<file path="config.mk">
export PLATFORM = sky130hd
export DESIGN_NAME = flash_cfg_loader
export DESIGN_NICKNAME = d
export VERILOG_FILES = /design/src/flash_cfg_loader.v /design/src/stab_wait_timer.v
export VERILOG_INCLUDE_DIRS = /design/src
export SDC_FILE = /design/constraint.sdc
export NUM_CORES = 1
export LEC_CHECK = 0
export ABC_AREA = 0
export BUFFER_PORTS_ARGS = -buffer_cell sky130_fd_sc_hd__clkbuf_2
export CAP_MARGIN = 20
export CORE_MARGIN = 2
export CORE_UTILIZATION = 40
export CTS_BUF_LIST = sky130_fd_sc_hd__clkbuf_2 sky130_fd_sc_hd__clkbuf_4 sky130_fd_sc_hd__clkbuf_8
export DETAILED_ROUTE_END_ITERATION = 12
export GPL_TIMING_DRIVEN = 0
export PLACE_DENSITY = 0.6
export SYNTH_ARGS = -nofsm -noshare
export SYNTH_HDL_FRONTEND = slang
export SYNTH_SLANG_ARGS = --single-unit
</file>
<file path="constraint.sdc">
create_clock -name pclk -period 2.7 [get_ports pclk]
set_clock_uncertainty 0.2 [all_clocks]
set_input_delay 0.405 -clock pclk [delete_from_list [all_inputs] [get_ports pclk]]
set_output_delay 0.405 -clock pclk [all_outputs]
set_load 0.02 [all_outputs]
</file>
<file path="src/flash_cfg_regs.vh">
// Purpose: constants for the reset-time configuration loader
// Assumes: APB byte addresses, 32-bit data, one register per aligned word
// Notes:   flash addresses are byte addresses of the internal flash
`ifndef FLASH_CFG_REGS_VH
`define FLASH_CFG_REGS_VH

// flash layout
`define CFG_FLASH_BASE    8'h70
`define CFG_FLASH_BYTES   5'h10
`define CFG_AUTH_BYTES    4'hA
`define CFG_AUTH_LAST     4'h9
`define CFG_OPT_INDEX     4'hA
`define CFG_DBG_EN_BIT    3'h7
`define CFG_OPT_SEL_MASK  8'h07

// register map: byte addresses
`define REG_CTRL          12'h000
`define REG_STATUS        12'h004
`define REG_KEY0          12'h008
`define REG_KEY1          12'h00C
`define REG_KEY2          12'h010
`define REG_OPT_INDEX     12'h07A
`define REG_OPT_ADDR      12'h1E8

// control and status fields
`define CTRL_COMPARE      0
`define ST_LOADED         0
`define ST_RUNNING        1
`define ST_UNLOCKED       2
`define ST_DEBUG_EN       3
`define ST_MISMATCH       4
`define ST_SEL_LO         8

// stabilization: count is 2^(base + select) oscillator periods
`define STAB_EXP_BASE     10
`define STAB_SEL_W        3

`endif

</file>
<file path="src/flash_cfg_loader.v">
// Purpose: loads the authorization code and option byte after reset,
//          holds the stabilization wait and gates debug access
// Assumes: flash read port answers each read with one rvalid pulse
// Notes:   APB slave with zero wait states, unmapped addresses give pslverr
`timescale 1ns/1ps
`include "flash_cfg_regs.vh"
module flash_cfg_loader #(
  parameter EXP_BASE = `STAB_EXP_BASE
) (
  // clock and reset
  input  wire        pclk,
  input  wire        presetn,
  // apb slave
  input  wire        psel,
  input  wire        penable,
  input  wire        pwrite,
  input  wire [11:0] paddr,
  input  wire [31:0] pwdata,
  output wire        pready,
  output reg  [31:0] prdata,
  output wire        pslverr,
  // flash read port
  output reg         flash_rd,
  output reg  [7:0]  flash_addr,
  input  wire [7:0]  flash_rdata,
  input  wire        flash_rvalid,
  // main oscillator pin
  input  wire        osc_in,
  // device control
  output reg         cpu_run,
  output reg         flash_read_en,
  output reg         debug_en
);
  localparam [1:0] S_FETCH = 2'h0;
  localparam [1:0] S_WAIT  = 2'h1;
  localparam [1:0] S_RUN   = 2'h2;

  // register decode codes
  localparam [2:0] RC_NONE   = 3'h0;
  localparam [2:0] RC_CTRL   = 3'h1;
  localparam [2:0] RC_STATUS = 3'h2;
  localparam [2:0] RC_KEY0   = 3'h3;
  localparam [2:0] RC_KEY1   = 3'h4;
  localparam [2:0] RC_KEY2   = 3'h5;
  localparam [2:0] RC_OPT    = 3'h6;

  reg  [1:0]  state_q;
  reg  [4:0]  idx_q;
  reg         pend_q;
  reg  [7:0]  cfg_mem [0:15];
  reg  [31:0] key0_q;
  reg  [31:0] key1_q;
  reg  [15:0] key2_q;
  reg         unlocked_q;
  reg         mismatch_q;
  reg  [2:0]  osc_sync_q;
  reg         osc_prev_q;
  reg         osc_tick;
  wire        stab_done;
  wire        setup_ph;
  wire        access_ph;
  wire        wr_en;
  wire        addr_ok;
  wire        code_match;
  wire [2:0]  stab_sel;
  wire        dbg_flag;
  wire [2:0]  acc_code;
  wire        loaded;
  wire [31:0] status_word;
  wire        wr_ctrl;
  wire        wr_key0;
  wire        wr_key1;
  wire        wr_key2;
  wire        stab_start;
  integer     i;
  integer     j;

  // presented code byte n, low byte of key0 first
  function [7:0] key_byte;
    input [3:0]  n;
    input [31:0] k0;
    input [31:0] k1;
    input [15:0] k2;
    begin
      case (n)
        4'h0: key_byte = k0[7:0];
        4'h1: key_byte = k0[15:8];
        4'h2: key_byte = k0[23:16];
        4'h3: key_byte = k0[31:24];
        4'h4: key_byte = k1[7:0];
        4'h5: key_byte = k1[15:8];
        4'h6: key_byte = k1[23:16];
        4'h7: key_byte = k1[31:24];
        4'h8: key_byte = k2[7:0];
        4'h9: key_byte = k2[15:8];
        default: key_byte = 8'h00;
      endcase
    end
  endfunction

  // ten-byte comparison, any differing byte fails
  function code_eq;
    input [31:0] k0;
    input [31:0] k1;
    input [15:0] k2;
    input [79:0] stored;
    integer b;
    begin
      code_eq = 1'b1;
      for (b = 0; b < 10; b = b + 1) begin
        if (key_byte(b[3:0], k0, k1, k2) != stored[b*8 +: 8]) begin
          code_eq = 1'b0;
        end
      end
    end
  endfunction

  reg [79:0] stored_code;
  always @* begin
    stored_code = 80'h0;
    for (j = 0; j < 10; j = j + 1) begin
      stored_code[j*8 +: 8] = cfg_mem[j];
    end
  end

  assign stab_sel   = cfg_mem[`CFG_OPT_INDEX][2:0];
  assign dbg_flag   = cfg_mem[`CFG_AUTH_LAST][`CFG_DBG_EN_BIT];
  assign code_match = code_eq(key0_q, key1_q, key2_q, stored_code);

  // register decode, shared by write, read and error paths
  function [2:0] reg_code;
    input [11:0] a;
    begin
      case (a)
        `REG_CTRL:     reg_code = RC_CTRL;
        `REG_STATUS:   reg_code = RC_STATUS;
        `REG_KEY0:     reg_code = RC_KEY0;
        `REG_KEY1:     reg_code = RC_KEY1;
        `REG_KEY2:     reg_code = RC_KEY2;
        `REG_OPT_ADDR: reg_code = RC_OPT;
        default:       reg_code = RC_NONE;
      endcase
    end
  endfunction

  // apb decode
  assign setup_ph  = psel && !penable;
  assign access_ph = psel && penable;
  assign acc_code  = reg_code(paddr);
  assign addr_ok   = (acc_code != RC_NONE);
  assign pready    = 1'b1;
  assign pslverr   = access_ph && !addr_ok;
  assign wr_en     = access_ph && pwrite && addr_ok;
  assign wr_ctrl   = wr_en && (acc_code == RC_CTRL);
  assign wr_key0   = wr_en && (acc_code == RC_KEY0);
  assign wr_key1   = wr_en && (acc_code == RC_KEY1);
  assign wr_key2   = wr_en && (acc_code == RC_KEY2);

  // status word, one field per line
  assign loaded      = (state_q != S_FETCH);
  assign status_word = {21'h0,
                        stab_sel,
                        3'h0,
                        mismatch_q,
                        debug_en,
                        unlocked_q,
                        cpu_run,
                        loaded};

  // wait timer starts once the fetch is over
  assign stab_start = (state_q == S_WAIT);

  // oscillator pin: three stages, edge counts when stages two and three agree
  always @(posedge pclk or negedge presetn) begin
    if (!presetn) begin
      osc_sync_q <= 3'h0;
      osc_prev_q <= 1'b0;
      osc_tick   <= 1'b0;
    end else begin
      osc_sync_q <= {osc_sync_q[1:0], osc_in};
      osc_tick   <= 1'b0;
      if (osc_sync_q[1] == osc_sync_q[2]) begin
        osc_prev_q <= osc_sync_q[2];
        osc_tick   <= osc_sync_q[2] && !osc_prev_q;
      end
    end
  end

  // configuration fetch after reset release
  always @(posedge pclk or negedge presetn) begin
    if (!presetn) begin
      state_q    <= S_FETCH;
      idx_q      <= 5'h00;
      pend_q     <= 1'b0;
      flash_rd   <= 1'b0;
      flash_addr <= 8'h00;
      cpu_run    <= 1'b0;
      for (i = 0; i < 16; i = i + 1) begin
        cfg_mem[i] <= 8'h00;
      end
    end else begin
      flash_rd <= 1'b0;
      case (state_q)
        S_FETCH: begin
          if (idx_q == `CFG_FLASH_BYTES) begin
            state_q <= S_WAIT;
          end else if (!pend_q) begin
            flash_rd   <= 1'b1;
            flash_addr <= `CFG_FLASH_BASE + {3'h0, idx_q};
            pend_q     <= 1'b1;
          end else if (flash_rvalid) begin
            if (idx_q[3:0] == `CFG_OPT_INDEX) begin
              cfg_mem[idx_q[3:0]] <= flash_rdata & `CFG_OPT_SEL_MASK;
            end else begin
              cfg_mem[idx_q[3:0]] <= flash_rdata;
            end
            pend_q <= 1'b0;
            idx_q  <= idx_q + 5'h01;
          end
        end
        S_WAIT: begin
          if (stab_done) begin
            state_q <= S_RUN;
            cpu_run <= 1'b1;
          end
        end
        S_RUN: begin
          cpu_run <= 1'b1;
        end
        default: begin
          state_q <= S_FETCH;
        end
      endcase
    end
  end

  stab_wait_timer #(
    .EXP_BASE (EXP_BASE),
    .SEL_W    (`STAB_SEL_W)
  ) u_stab (
    .pclk     (pclk),
    .presetn  (presetn),
    .start    (stab_start),
    .sel      (stab_sel),
    .osc_tick (osc_tick),
    .done_q   (stab_done)
  );

  // presented code and authorization
  always @(posedge pclk or negedge presetn) begin
    if (!presetn) begin
      key0_q        <= 32'h0;
      key1_q        <= 32'h0;
      key2_q        <= 16'h0;
      unlocked_q    <= 1'b0;
      mismatch_q    <= 1'b0;
      flash_read_en <= 1'b0;
      debug_en      <= 1'b0;
    end else begin
      if (wr_key0) begin
        key0_q <= pwdata;
      end
      if (wr_key1) begin
        key1_q <= pwdata;
      end
      if (wr_key2) begin
        key2_q <= pwdata[15:0];
      end
      // compare only once the stored code is loaded
      if (wr_ctrl && pwdata[`CTRL_COMPARE] && loaded) begin
        unlocked_q <= code_match;
        mismatch_q <= !code_match;
      end
      flash_read_en <= unlocked_q;
      debug_en      <= unlocked_q && dbg_flag;
    end
  end

  // read data captured in the setup phase
  always @(posedge pclk or negedge presetn) begin
    if (!presetn) begin
      prdata <= 32'h0;
    end else if (setup_ph && !pwrite) begin
      case (acc_code)
        RC_STATUS: begin
          prdata <= status_word;
        end
        RC_KEY0: begin
          prdata <= key0_q;
        end
        RC_KEY1: begin
          prdata <= key1_q;
        end
        RC_KEY2: begin
          prdata <= {16'h0, key2_q};
        end
        RC_OPT: begin
          prdata <= {24'h0, cfg_mem[`CFG_OPT_INDEX]};
        end
        default: begin
          prdata <= 32'h0;
        end
      endcase
    end
  end
endmodule // flash_cfg_loader

</file>
<file path="src/stab_wait_timer.v">
// Purpose: oscillation stabilization wait after reset release
// Assumes: osc_tick is a one-cycle pulse per oscillator period
// Notes:   done stays high once the wait has elapsed
`timescale 1ns/1ps
`include "flash_cfg_regs.vh"
module stab_wait_timer #(
  parameter EXP_BASE = `STAB_EXP_BASE,
  parameter SEL_W    = `STAB_SEL_W
) (
  // clock and reset
  input  wire             pclk,
  input  wire             presetn,
  // control
  input  wire             start,
  input  wire [SEL_W-1:0] sel,
  input  wire             osc_tick,
  // status
  output reg              done_q
);
  localparam CNT_W = EXP_BASE + (1 << SEL_W);

  reg [CNT_W-1:0] cnt_q;
  reg             busy_q;
  wire            hit;

  // power-of-two count reached when the selected bit sets
  assign hit = cnt_q[EXP_BASE + sel];

  always @(posedge pclk or negedge presetn) begin
    if (!presetn) begin
      cnt_q  <= {CNT_W{1'b0}};
      busy_q <= 1'b0;
      done_q <= 1'b0;
    end else if (start && !busy_q && !done_q) begin
      busy_q <= 1'b1;
      cnt_q  <= {CNT_W{1'b0}};
    end else if (busy_q) begin
      if (hit) begin
        busy_q <= 1'b0;
        done_q <= 1'b1;
      end else if (osc_tick) begin
        cnt_q <= cnt_q + {{(CNT_W-1){1'b0}}, 1'b1};
      end
    end
  end
endmodule // stab_wait_timer

</file>
# Yosys cells after proc, flatten, opt, wreduce, memory -nomap -nowiden
# Cells that the tools add are included.
[word_totals]
reg_bits = 287
input_bits = 59
out_inout_bits = 46
elab_cells = 152
[classes]
addsub = 4
magnitude_cmp = 3
eq_ne = 29
n_mux = 37
bitwise = 5
n_reduce_logical = 38
[op_table]
columns = ["operator", "n"]
rows = [
  ["128-bit bitwise mux", 2],
  ["32-bit case mux with 5 select lines", 1],
  ["128-bit 2-to-1 mux", 1],
  ["8-bit != test", 10],
  ["18-bit 2-to-1 mux", 4],
  ["8-bit demux with 4-bit select", 1],
  ["32-bit by 6-bit less-than comparator with 1-bit output, second input constant", 1],
  ["12-bit by 4-bit equality test with 1-bit output, second input constant", 2],
  ["1-bit 2-to-1 mux", 21],
  ["18-bit by 1-bit adder with 18-bit output, second input constant", 1],
  ["3-bit case mux with 6 select lines", 1],
  ["1-bit logical AND", 17],
  ["12-bit by 3-bit equality test with 1-bit output, second input constant", 1],
  ["12-bit by 5-bit equality test with 1-bit output, second input constant", 1],
  ["12-bit by 9-bit equality test with 1-bit output, second input constant", 1],
  ["12-bit logical NOT", 1],
  ["3-bit AND reduction", 4],
  ["3-bit equality test, second input constant", 3],
  ["7-bit by 5-bit adder with 8-bit output, first input constant", 1],
  ["8-bit 2-to-1 mux", 1],
  ["2-bit nonzero test", 4],
  ["1-bit logical NOT", 7],
  ["3-bit by 2-bit equality test with 1-bit output, second input constant", 2],
  ["2-bit != test, second input constant", 3],
  ["20 further kinds", 25],
]

# Depth between registers and ports, before layout
# Gate-level depths: netlist of the first run.
[logic_depth]
ltp_word = 12
ltp_mapped = 8
depth_no_buf = 6

# By module
# From an unflattened synthesis of the first run, not the netlist that was laid out.
[hier_totals]
hier_cells = 908
area_unflattened_um2 = 11111.9
[modules_own_cells]
columns = ["mod", "n_inst", "cells_per_inst", "area_each_um2", "seq_area_each_um2"]
rows = [
  ["flash_cfg_loader", 1, 788, 9868.2, 5630.4],
  ["stab_wait_timer", 1, 120, 1243.7, 500.5],
]

# Worst setup path before layout of the first run
# OpenSTA, ideal clock, no wires.
[synth_path]
kind = "input to register"
from = "input paddr[2]"
to = "register key0_q[10]"
setup_ps = 127
arrival_ps = 2308
required_time_ps = 2373
slack_ps = 64
cell_stages = 8
path_buffers = 3
cell_sequence = "clkbuf_1 -> or4_1 -> nor3_2 -> and2_1 -> buf_2 -> nor3b_4 -> buf_6 -> mux2_1"
[synth_via]
elab_chain_cells = 5
word_cells_on_any_way = 11
cone_classes = "6 x eq/ne; 1 x mux; 4 x reduce/logical"
[synth_rtl]
columns = ["element", "line_no", "rtl"]
rows = [
  ["from (decl)", "flash_cfg_loader.v:17", "input wire [11:0] paddr,"],
  ["12-bit by 9-bit equality test with 1-bit output (tied with other cells)", "flash_cfg_loader.v:134", "case (a)"],
  ["3-bit case mux with 6 select lines *", "flash_cfg_loader.v:134", ""],
  ["3-bit nonzero test", "flash_cfg_loader.v:150", "assign addr_ok = (acc_code != RC_NONE);"],
  ["1-bit logical AND", "flash_cfg_loader.v:153", "assign wr_en = access_ph && pwrite && addr_ok;"],
  ["1-bit logical AND *", "flash_cfg_loader.v:155", "assign wr_key0 = wr_en && (acc_code == RC_KEY0);"],
  ["to (signal assigned)", "flash_cfg_loader.v:261", "key0_q <= pwdata;"],
  ["to (decl)", "flash_cfg_loader.v:51", "reg [31:0] key0_q;"],
]
# Every way passes the cells marked *; elsewhere a longest branch is shown, timed or not.
# A chain may end at the register's enable or synchronous reset.

# Worst setup path in the final report of the first run
[layout_path]
from = "input paddr[2]"
to = "register key1_q[25]"
[layout_via]
elab_chain_cells = 5
word_cells_on_any_way = 11
cone_classes = "6 x eq/ne; 1 x mux; 4 x reduce/logical"
[layout_rtl]
columns = ["element", "line_no", "rtl"]
rows = [
  ["12-bit by 9-bit equality test with 1-bit output (tied with other cells)", "flash_cfg_loader.v:134", ""],
  ["3-bit case mux with 6 select lines *", "flash_cfg_loader.v:134", ""],
  ["3-bit nonzero test", "flash_cfg_loader.v:150", ""],
  ["1-bit logical AND", "flash_cfg_loader.v:153", ""],
  ["1-bit logical AND *", "flash_cfg_loader.v:156", "assign wr_key1 = wr_en && (acc_code == RC_KEY1);"],
  ["to (signal assigned)", "flash_cfg_loader.v:264", "key1_q <= pwdata;"],
  ["to (decl)", "flash_cfg_loader.v:52", "reg [31:0] key1_q;"],
]
# Marks and branches as above.

==> impl_results.md, run 1 <==
- Status: finished, final reports clean
- Power Dens Cells: 805 nW/um^2
- Layout area overhead: 22.5%
- Maximum vdd drop: 0.541 mV
- Minimum clock period: 2.59 ns
- Distinct cell type count after synthesis: 62
- Num Clock Sinks: 245
- TritonCTS buffer count: 43
- NetSw: 3.32 mW
- Vias: 7,976
- Synth top area share: 0.553
- Unrepaired setup endpoints after global routing: no
- Post-synth net total: 991
- Worst Hold Class: in2reg
- TritonCTS clock tree: done
- DIE AREA: 29,100 um^2
- Finished Layout Cells: 1,525
- Async S/R FF share, synth: 1.00
- Mapped cell area: 11,100 um^2
- Worst Tran Pin Value: 0.753 ns
- Cells after DPL: 1,401
- Core Region: 27,100 um^2
- Max Freq: 385 MHz
- Final Hold Fails: 0
- Post-place setup slack: -0.621 ns
- TNS Setup: 0 ns
- Met1 usage: 0.303
- Starting density of the core: 0.409
- Cell taking the most area after synthesis: dfrtp_1
- Final HPWL DP: 21,500 um
- Sequential area share after synthesis: 0.553
- Worst skew pair latency: 0.56 ns
- Ant diodes: 0
- Flop pwr share: 0.447
- Die Wd: 170 um
- Internal power: 7.62 mW
- Tot Pwr: 10.9 mW
- Clock transition at path regs: 0.06 ns
- Slew Viols, Final: 0
- Port bufs: 101
- Die Y: 170 um
- Leakage: 6.36 nW
- Clock network fraction of total power: 0.331
- Clock buffer depth: 3
- WL final: 29,700 um
- Vias in the first global route: 8,061
- Starting DRT DRC Count: 534
- Grt ovf: 0
- Crit Path Class: in2reg
- Synth Instances: 926
- Finish-stage setup viols: 0
- Synth Area per Inst: 12.0 um^2
- Htree depth: 2
- Remaining DRCs: 0
- Hold_ws: 0.129 ns
- Vias per cell: 5.23
- CP arrival: 2.82 ns
- Comb pwr share: 0.223
- Crit. End Element: flip-flop
- YS warnings: 0
- Top_reg_cell synth: dfrtp_1
- IO Pins: 105
- Final period util: 0.961
- Busiest layer in global routing: met2
- GRT Overall Usage: 0.212
- Post-synth EDFFs: 0
- TritonRoute pass-1 iters: 7
- Pin count of the biggest net entering global routing: 94
- Reg2Reg Depth: 6
- Data required, critical path: 2.92 ns
- Crit Path Max Fanout: 10
- M2 GR Usage: 0.334
- Seq cells post-synth: 245
- DR WL/cell: 19.5 um
- Layout fillers: 2,462
- Met3 Use GR: 0.0407
- Antenna violations before repair: 0
- Synth top area cells: dfrtp_1 55%, mux2_2 10%, xnor2_1 5.1%
- Routed Antenna Nets: 0
- Setup WS post-layout: 0.106 ns
- First-pass GRT wire length: 47,000 um
- CTS root buffer: clkbuf_8
- Hold depth: 5
- Max_cap viols: 0
- Layout cells sized above 1: 0.285
- Switching Share: 0.304
- RD Place Congestion: 0.845
- Placement Rows: 60
- Final-stage net count: 1,187
- Crit start category: input pin
- Slew HR: 0.498
==> placed cells by master (no fill, tap or decap), types with 21 or more instances in the layout <==
| cell | netlist | routed |
|---|---|---|
| a22oi_1 | 21 | 21 |
| nand4_1 | 23 | 23 |
| clkbuf_8 | 0 | 55 |
| nor2_1 | 22 | 22 |
| dfrtp_1 | 245 | 245 |
| clkbuf_2 | 0 | 106 |
| mux2_2 | 98 | 98 |
| xor2_1 | 24 | 24 |
| nand2_1 | 97 | 97 |
| xnor2_1 | 64 | 64 |
| dlygate4sd3_1 | 0 | 42 |
| clkbuf_1 | 34 | 26 |
| mux2_1 | 31 | 31 |
| o21ai_0 | 79 | 79 |
==> power groups by stage <==
stage	Clock, mW	Sequential [mW]	Combinational [mW]
2_1_floorplan	0	4.89	1.59
3_3_place_gp	0	4.91	2.29
3_5_place_dp	0	4.94	2.34
4_1_cts	3.70	4.88	2.42
5_1_grt	3.90	4.99	2.68
6_report	3.62	4.88	2.44
==> metal layers <==
| layer | vias to the layer above | wire length (um) |
|---|---|---|
| met3 | 41 | 1540 |
| met1 | 3995 | 14100 |
| li1 | 3731 | - |
| met2 | 209 | 13600 |
| met5 | - | 0 |
| met4 | 0 | 512 |
==> critical path, stage by stage <==
cell and delay (ns):
clkbuf_1 0.28, or4b_1 0.62, nor4_4 0.35, and2_1 0.17, buf_2 0.22, buf_2 0.38, mux2_2 0.38
==> Yosys cell counts (7+ instances only) <==
| cell type | count |
|---|---|
| a21oi_1 | 7 |
| a222oi_1 | 13 |
| a22o_1 | 8 |
| a22oi_1 | 21 |
| and2_1 | 7 |
| buf_2 | 10 |
| clkbuf_1 | 34 |
| dfrtp_1 | 245 |
| inv_1 | 13 |
| mux2_1 | 31 |
| mux2_2 | 98 |
| mux2i_1 | 16 |
| nand2_1 | 97 |
| nand3_1 | 8 |
| nand4_1 | 23 |
| nor2_1 | 22 |
| nor2b_1 | 7 |
| nor4_1 | 13 |
| o21ai_0 | 79 |
| xnor2_1 | 64 |
| xor2_1 | 24 |
==> cell families (layout without fill, tap and decap cells) <==
kind of cell,after synthesis,count (layout),share of synthesized area
flip-flops,245,245,0.553
AND/OR/NAND/NOR,219,219,0.102
AO/OA/AOI/OAI,156,156,0.0932
multiplexers,146,146,0.148
XOR/XNOR,88,88,0.0695
buffers and inverters,64,291,0.0262
adder cells (fa/ha/maj),7,7,0.00768
other,1,1,0.000338
==> timing repair <==
item | in CTS | in global routing
resized for setup | 9 | 18
setup endpoints to repair | 63 | 46
cloned | 0 | 0
hold buffers | 42 | 0
pin swaps | 2 | 3
buffers inserted | 2 | 4
hold endpoints to repair | 157 | 0
==> cell type report <==
cell class	count	area [um^2]	share of cell area
inverter	13	48.8	0.00359
timing repair buffer	151	1030	0.0762
multi-input combinational	617	4720	0.348
buffer	51	256	0.0189
clock buffer	69	856	0.0630
sequential	245	6130	0.451
tap	372	465	0.0343
clock inverter	7	67.6	0.00497
==> stage by stage <==
| step | util | area [um^2] |
|---|---|---|
| global route | 0.501 | 13600 |
| finish | 0.501 | 13600 |
| global placement | 0.445 | 12100 |
| CTS | 0.499 | 13500 |
| floorplan | - | 11100 |
| detailed placement | 0.447 | 12100 |
==> worst paths after layout <==
kind                               startpoint                to  slack (ns)
worst max-delay path                 paddr[2]        key1_q[25]        0.11
worst min-delay path             flash_rvalid          idx_q[2]        0.13
worst max register to register      flip-flop  u_stab.cnt_q[16]        0.15
worst min register to register  osc_sync_q[0]     osc_sync_q[1]        0.15
max in group asynchronous             presetn        prdata[17]        0.84
min in group asynchronous             presetn   u_stab.cnt_q[0]        0.21
Power figures use the tool's default switching activity.
==> run 2: changes to the inputs <==
--- a/config.mk
+++ b/config.mk
@@ -7,7 +7,7 @@
 export NUM_CORES = 1
 export LEC_CHECK = 0
 export ABC_AREA = 0
-export BUFFER_PORTS_ARGS = -buffer_cell sky130_fd_sc_hd__clkbuf_2
+export BUFFER_PORTS_ARGS = -buffer_cell sky130_fd_sc_hd__buf_2
 export CAP_MARGIN = 20
 export CORE_MARGIN = 2
 export CORE_UTILIZATION = 40
==> run 2 against run 1 <==
Clock-buffer cell count up 1. Sequential cell count unchanged. First-iteration DRC count up 6.4%. Power down 0.11%. Non-clock buffer count down 1. Utilization down 0.051 points. Via count up 0.46%. Cell count down 0.20%. Sequential power about the same. Wire length up 0.88%. Global-route usage about the same. Combinational power about the same. Largest power group unchanged. Highest routed layer unchanged.
==> impl_results.md, run 2 (same netlist as run 1, synthesis figures left out) <==
- Status: finished, final reports clean
- Worst Hold Class: in2reg
- Slew Viols, Final: 0
- Max_cap viols: 0
- DR WL/cell: 19.7 um
- Critical Path Stages: 7
- Starting DRT DRC Count: 568
- Tot Pwr: 10.9 mW
- Fin util: 0.501
- Clock buffer depth: 3
- Leading cell type in the layout, fill and taps excluded: dfrtp_1
- First-pass GRT wire length: 46,700 um
- Crit start category: input pin
- Crit. End Element: flip-flop
- Final-stage net count: 1,186
- Pin count of the biggest net entering global routing: 119
- Crit-path slowest cell: or4b_1
- Worst skew pair latency: 0.56 ns
- IO Pins: 105
- Commonest non-fill, non-tap cells in the layout: 245 x dfrtp_1, 110 x buf_2, 98 x mux2_2
- Clock transition at path regs: 0.06 ns
- Placement Rows: 60
- Final HPWL DP: 21,200 um
- Routed Antenna Nets: 0
- Vias per cell: 5.26
- Data required, critical path: 2.93 ns
- Layout fillers: 2,431
- TNS Setup: 0 ns
- Starting density of the core: 0.409
- DIE AREA: 29,100 um^2
- Critical Path Source: paddr[2]
- Worst R2R Start: idx_q[0]
- Core Region: 27,100 um^2
- Layout area overhead: 22.4%
- Leakage: 6.38 nW
- Finish-stage setup viols: 0
- Minimum clock period: 2.63 ns
- TritonRoute pass-1 iters: 6
- Slew HR: 0.496
- Final period util: 0.973
- GRT Overall Usage: 0.212
- Antenna violations before repair: 0
- HP Start: flash_rvalid
- Htree depth: 2
- WL final: 30,000 um
- Critical path buffers and inverters: 3
- Power Dens Cells: 805 nW/um^2
- Maximum vdd drop: 0.452 mV
- Max Freq: 380 MHz
- Num Clock Sinks: 245
- Crit-path max cell delay: 0.62 ns
- Worst Tran Pin Value: 0.748 ns
- Crit Path Class: in2reg
- Die Wd: 170 um
- TritonCTS clock tree: done
- Ant diodes: 0
- Vias in the first global route: 8,010
- Layout cells sized above 1: 0.285
- CP arrival: 2.86 ns
- Grt ovf: 0
- Reg2Reg Depth: 7
- Vias: 8,013
- Final Hold Fails: 0
- Die Y: 170 um
- RD Place Congestion: 0.849
- Crit-path leading delay family: simple AND/OR/NAND/NOR gates
- TritonCTS buffer count: 43
- Worst path most repeated cell: buf_2
- Remaining DRCs: 0
- Crit Path Max Fanout: 10
- R2r setup slk: 0.16 ns
- CTS root buffer: clkbuf_8
- Critical path cell sequence: clkbuf_1 -> or4b_1 -> nor4_4 -> and2_1 -> buf_2 -> buf_2 -> mux2_2
- Port bufs: 101
- CP endpoint: key1_q[0]
## run 2: cell count changes in the layout (fill, tap and decap cells not counted), sizes merged
cell      delta
clkbuf     -101
buf        +101
clkinvlp     -2
inv          +1
clkinv       -2
## run 2: timing repair
action | in CTS | in global routing
pin swaps | 2 | 3
hold endpoints to repair | 156 | 0
buffers inserted | 2 | 4
hold buffers | 42 | 0
gates resized for setup | 11 | 14
endpoints found under the setup margin | 66 | 60
## run 2: final cells by class
| cell class | instances | area (um^2) | share of cell area |
|---|---|---|---|
| clock buffers | 70 | 857 | 0.0632 |
| well taps | 372 | 465 | 0.0343 |
| repair buffers | 151 | 1040 | 0.0763 |
| clock inverters | 4 | 51.3 | 0.00378 |
| plain buffers | 50 | 250 | 0.0184 |
| multi-input cells | 617 | 4730 | 0.349 |
| flip-flops and latches | 245 | 6130 | 0.452 |
| inverters | 13 | 48.8 | 0.00360 |
## run 2: worst register-to-register path, stage by stage, from the launching register on
cell      delay (ns)
dfrtp_1         0.41
inv_1           0.11
ha_1            0.32
a311oi_4        0.39
nand2_1         0.15
nor3b_1         0.18
buf_2           0.29
mux2_2          0.37
## run 2: how the worst min path moves through the flow
stage                                       endpoint  slack, ns  depth (start not counted)
after floorplan           asynchronous set/reset pin      -0.09                          0
after global placement                 osc_sync_q[1]       0.13                          0
after detailed placement               osc_sync_q[1]       0.14                          0
after CTS                                   idx_q[2]       0.10                          5
after global routing                   osc_sync_q[1]       0.15                          0
final                                       idx_q[2]       0.13                          5
## run 2: routing by layer
layer,vias to the layer above,global-route usage,part of all wire,wire [um]
met1,4026,0.303,0.47,14300
met2,229,0.327,0.45,13500
met3,38,0.0405,0.058,1740
met5,-,0,0,0
li1,3720,-,-,-
met4,0,0.0639,0.017,522
## run 2: where the power goes
group          total [mW]  switching (mW)  internal [mW]
Sequential           4.88           0.498           4.38
Clock                3.60            1.51           2.09
Combinational        2.45            1.31           1.14
## run 2: through the flow
stage / area [um^2] / std cells / hold slack, ns / setup slack, ns
detailed placement: 12100 / 1401 / 0.136 / -0.658
CTS: 13500 / 1519 / 0.105 / 0.00224
global route: 13600 / 1522 / 0.152 / -0.0524
floorplan: 11100 / 926 / -0.0906 / 0.0643
global placement: 12100 / 1399 / 0.133 / -3.53
finish: 13600 / 1522 / 0.135 / 0.0717
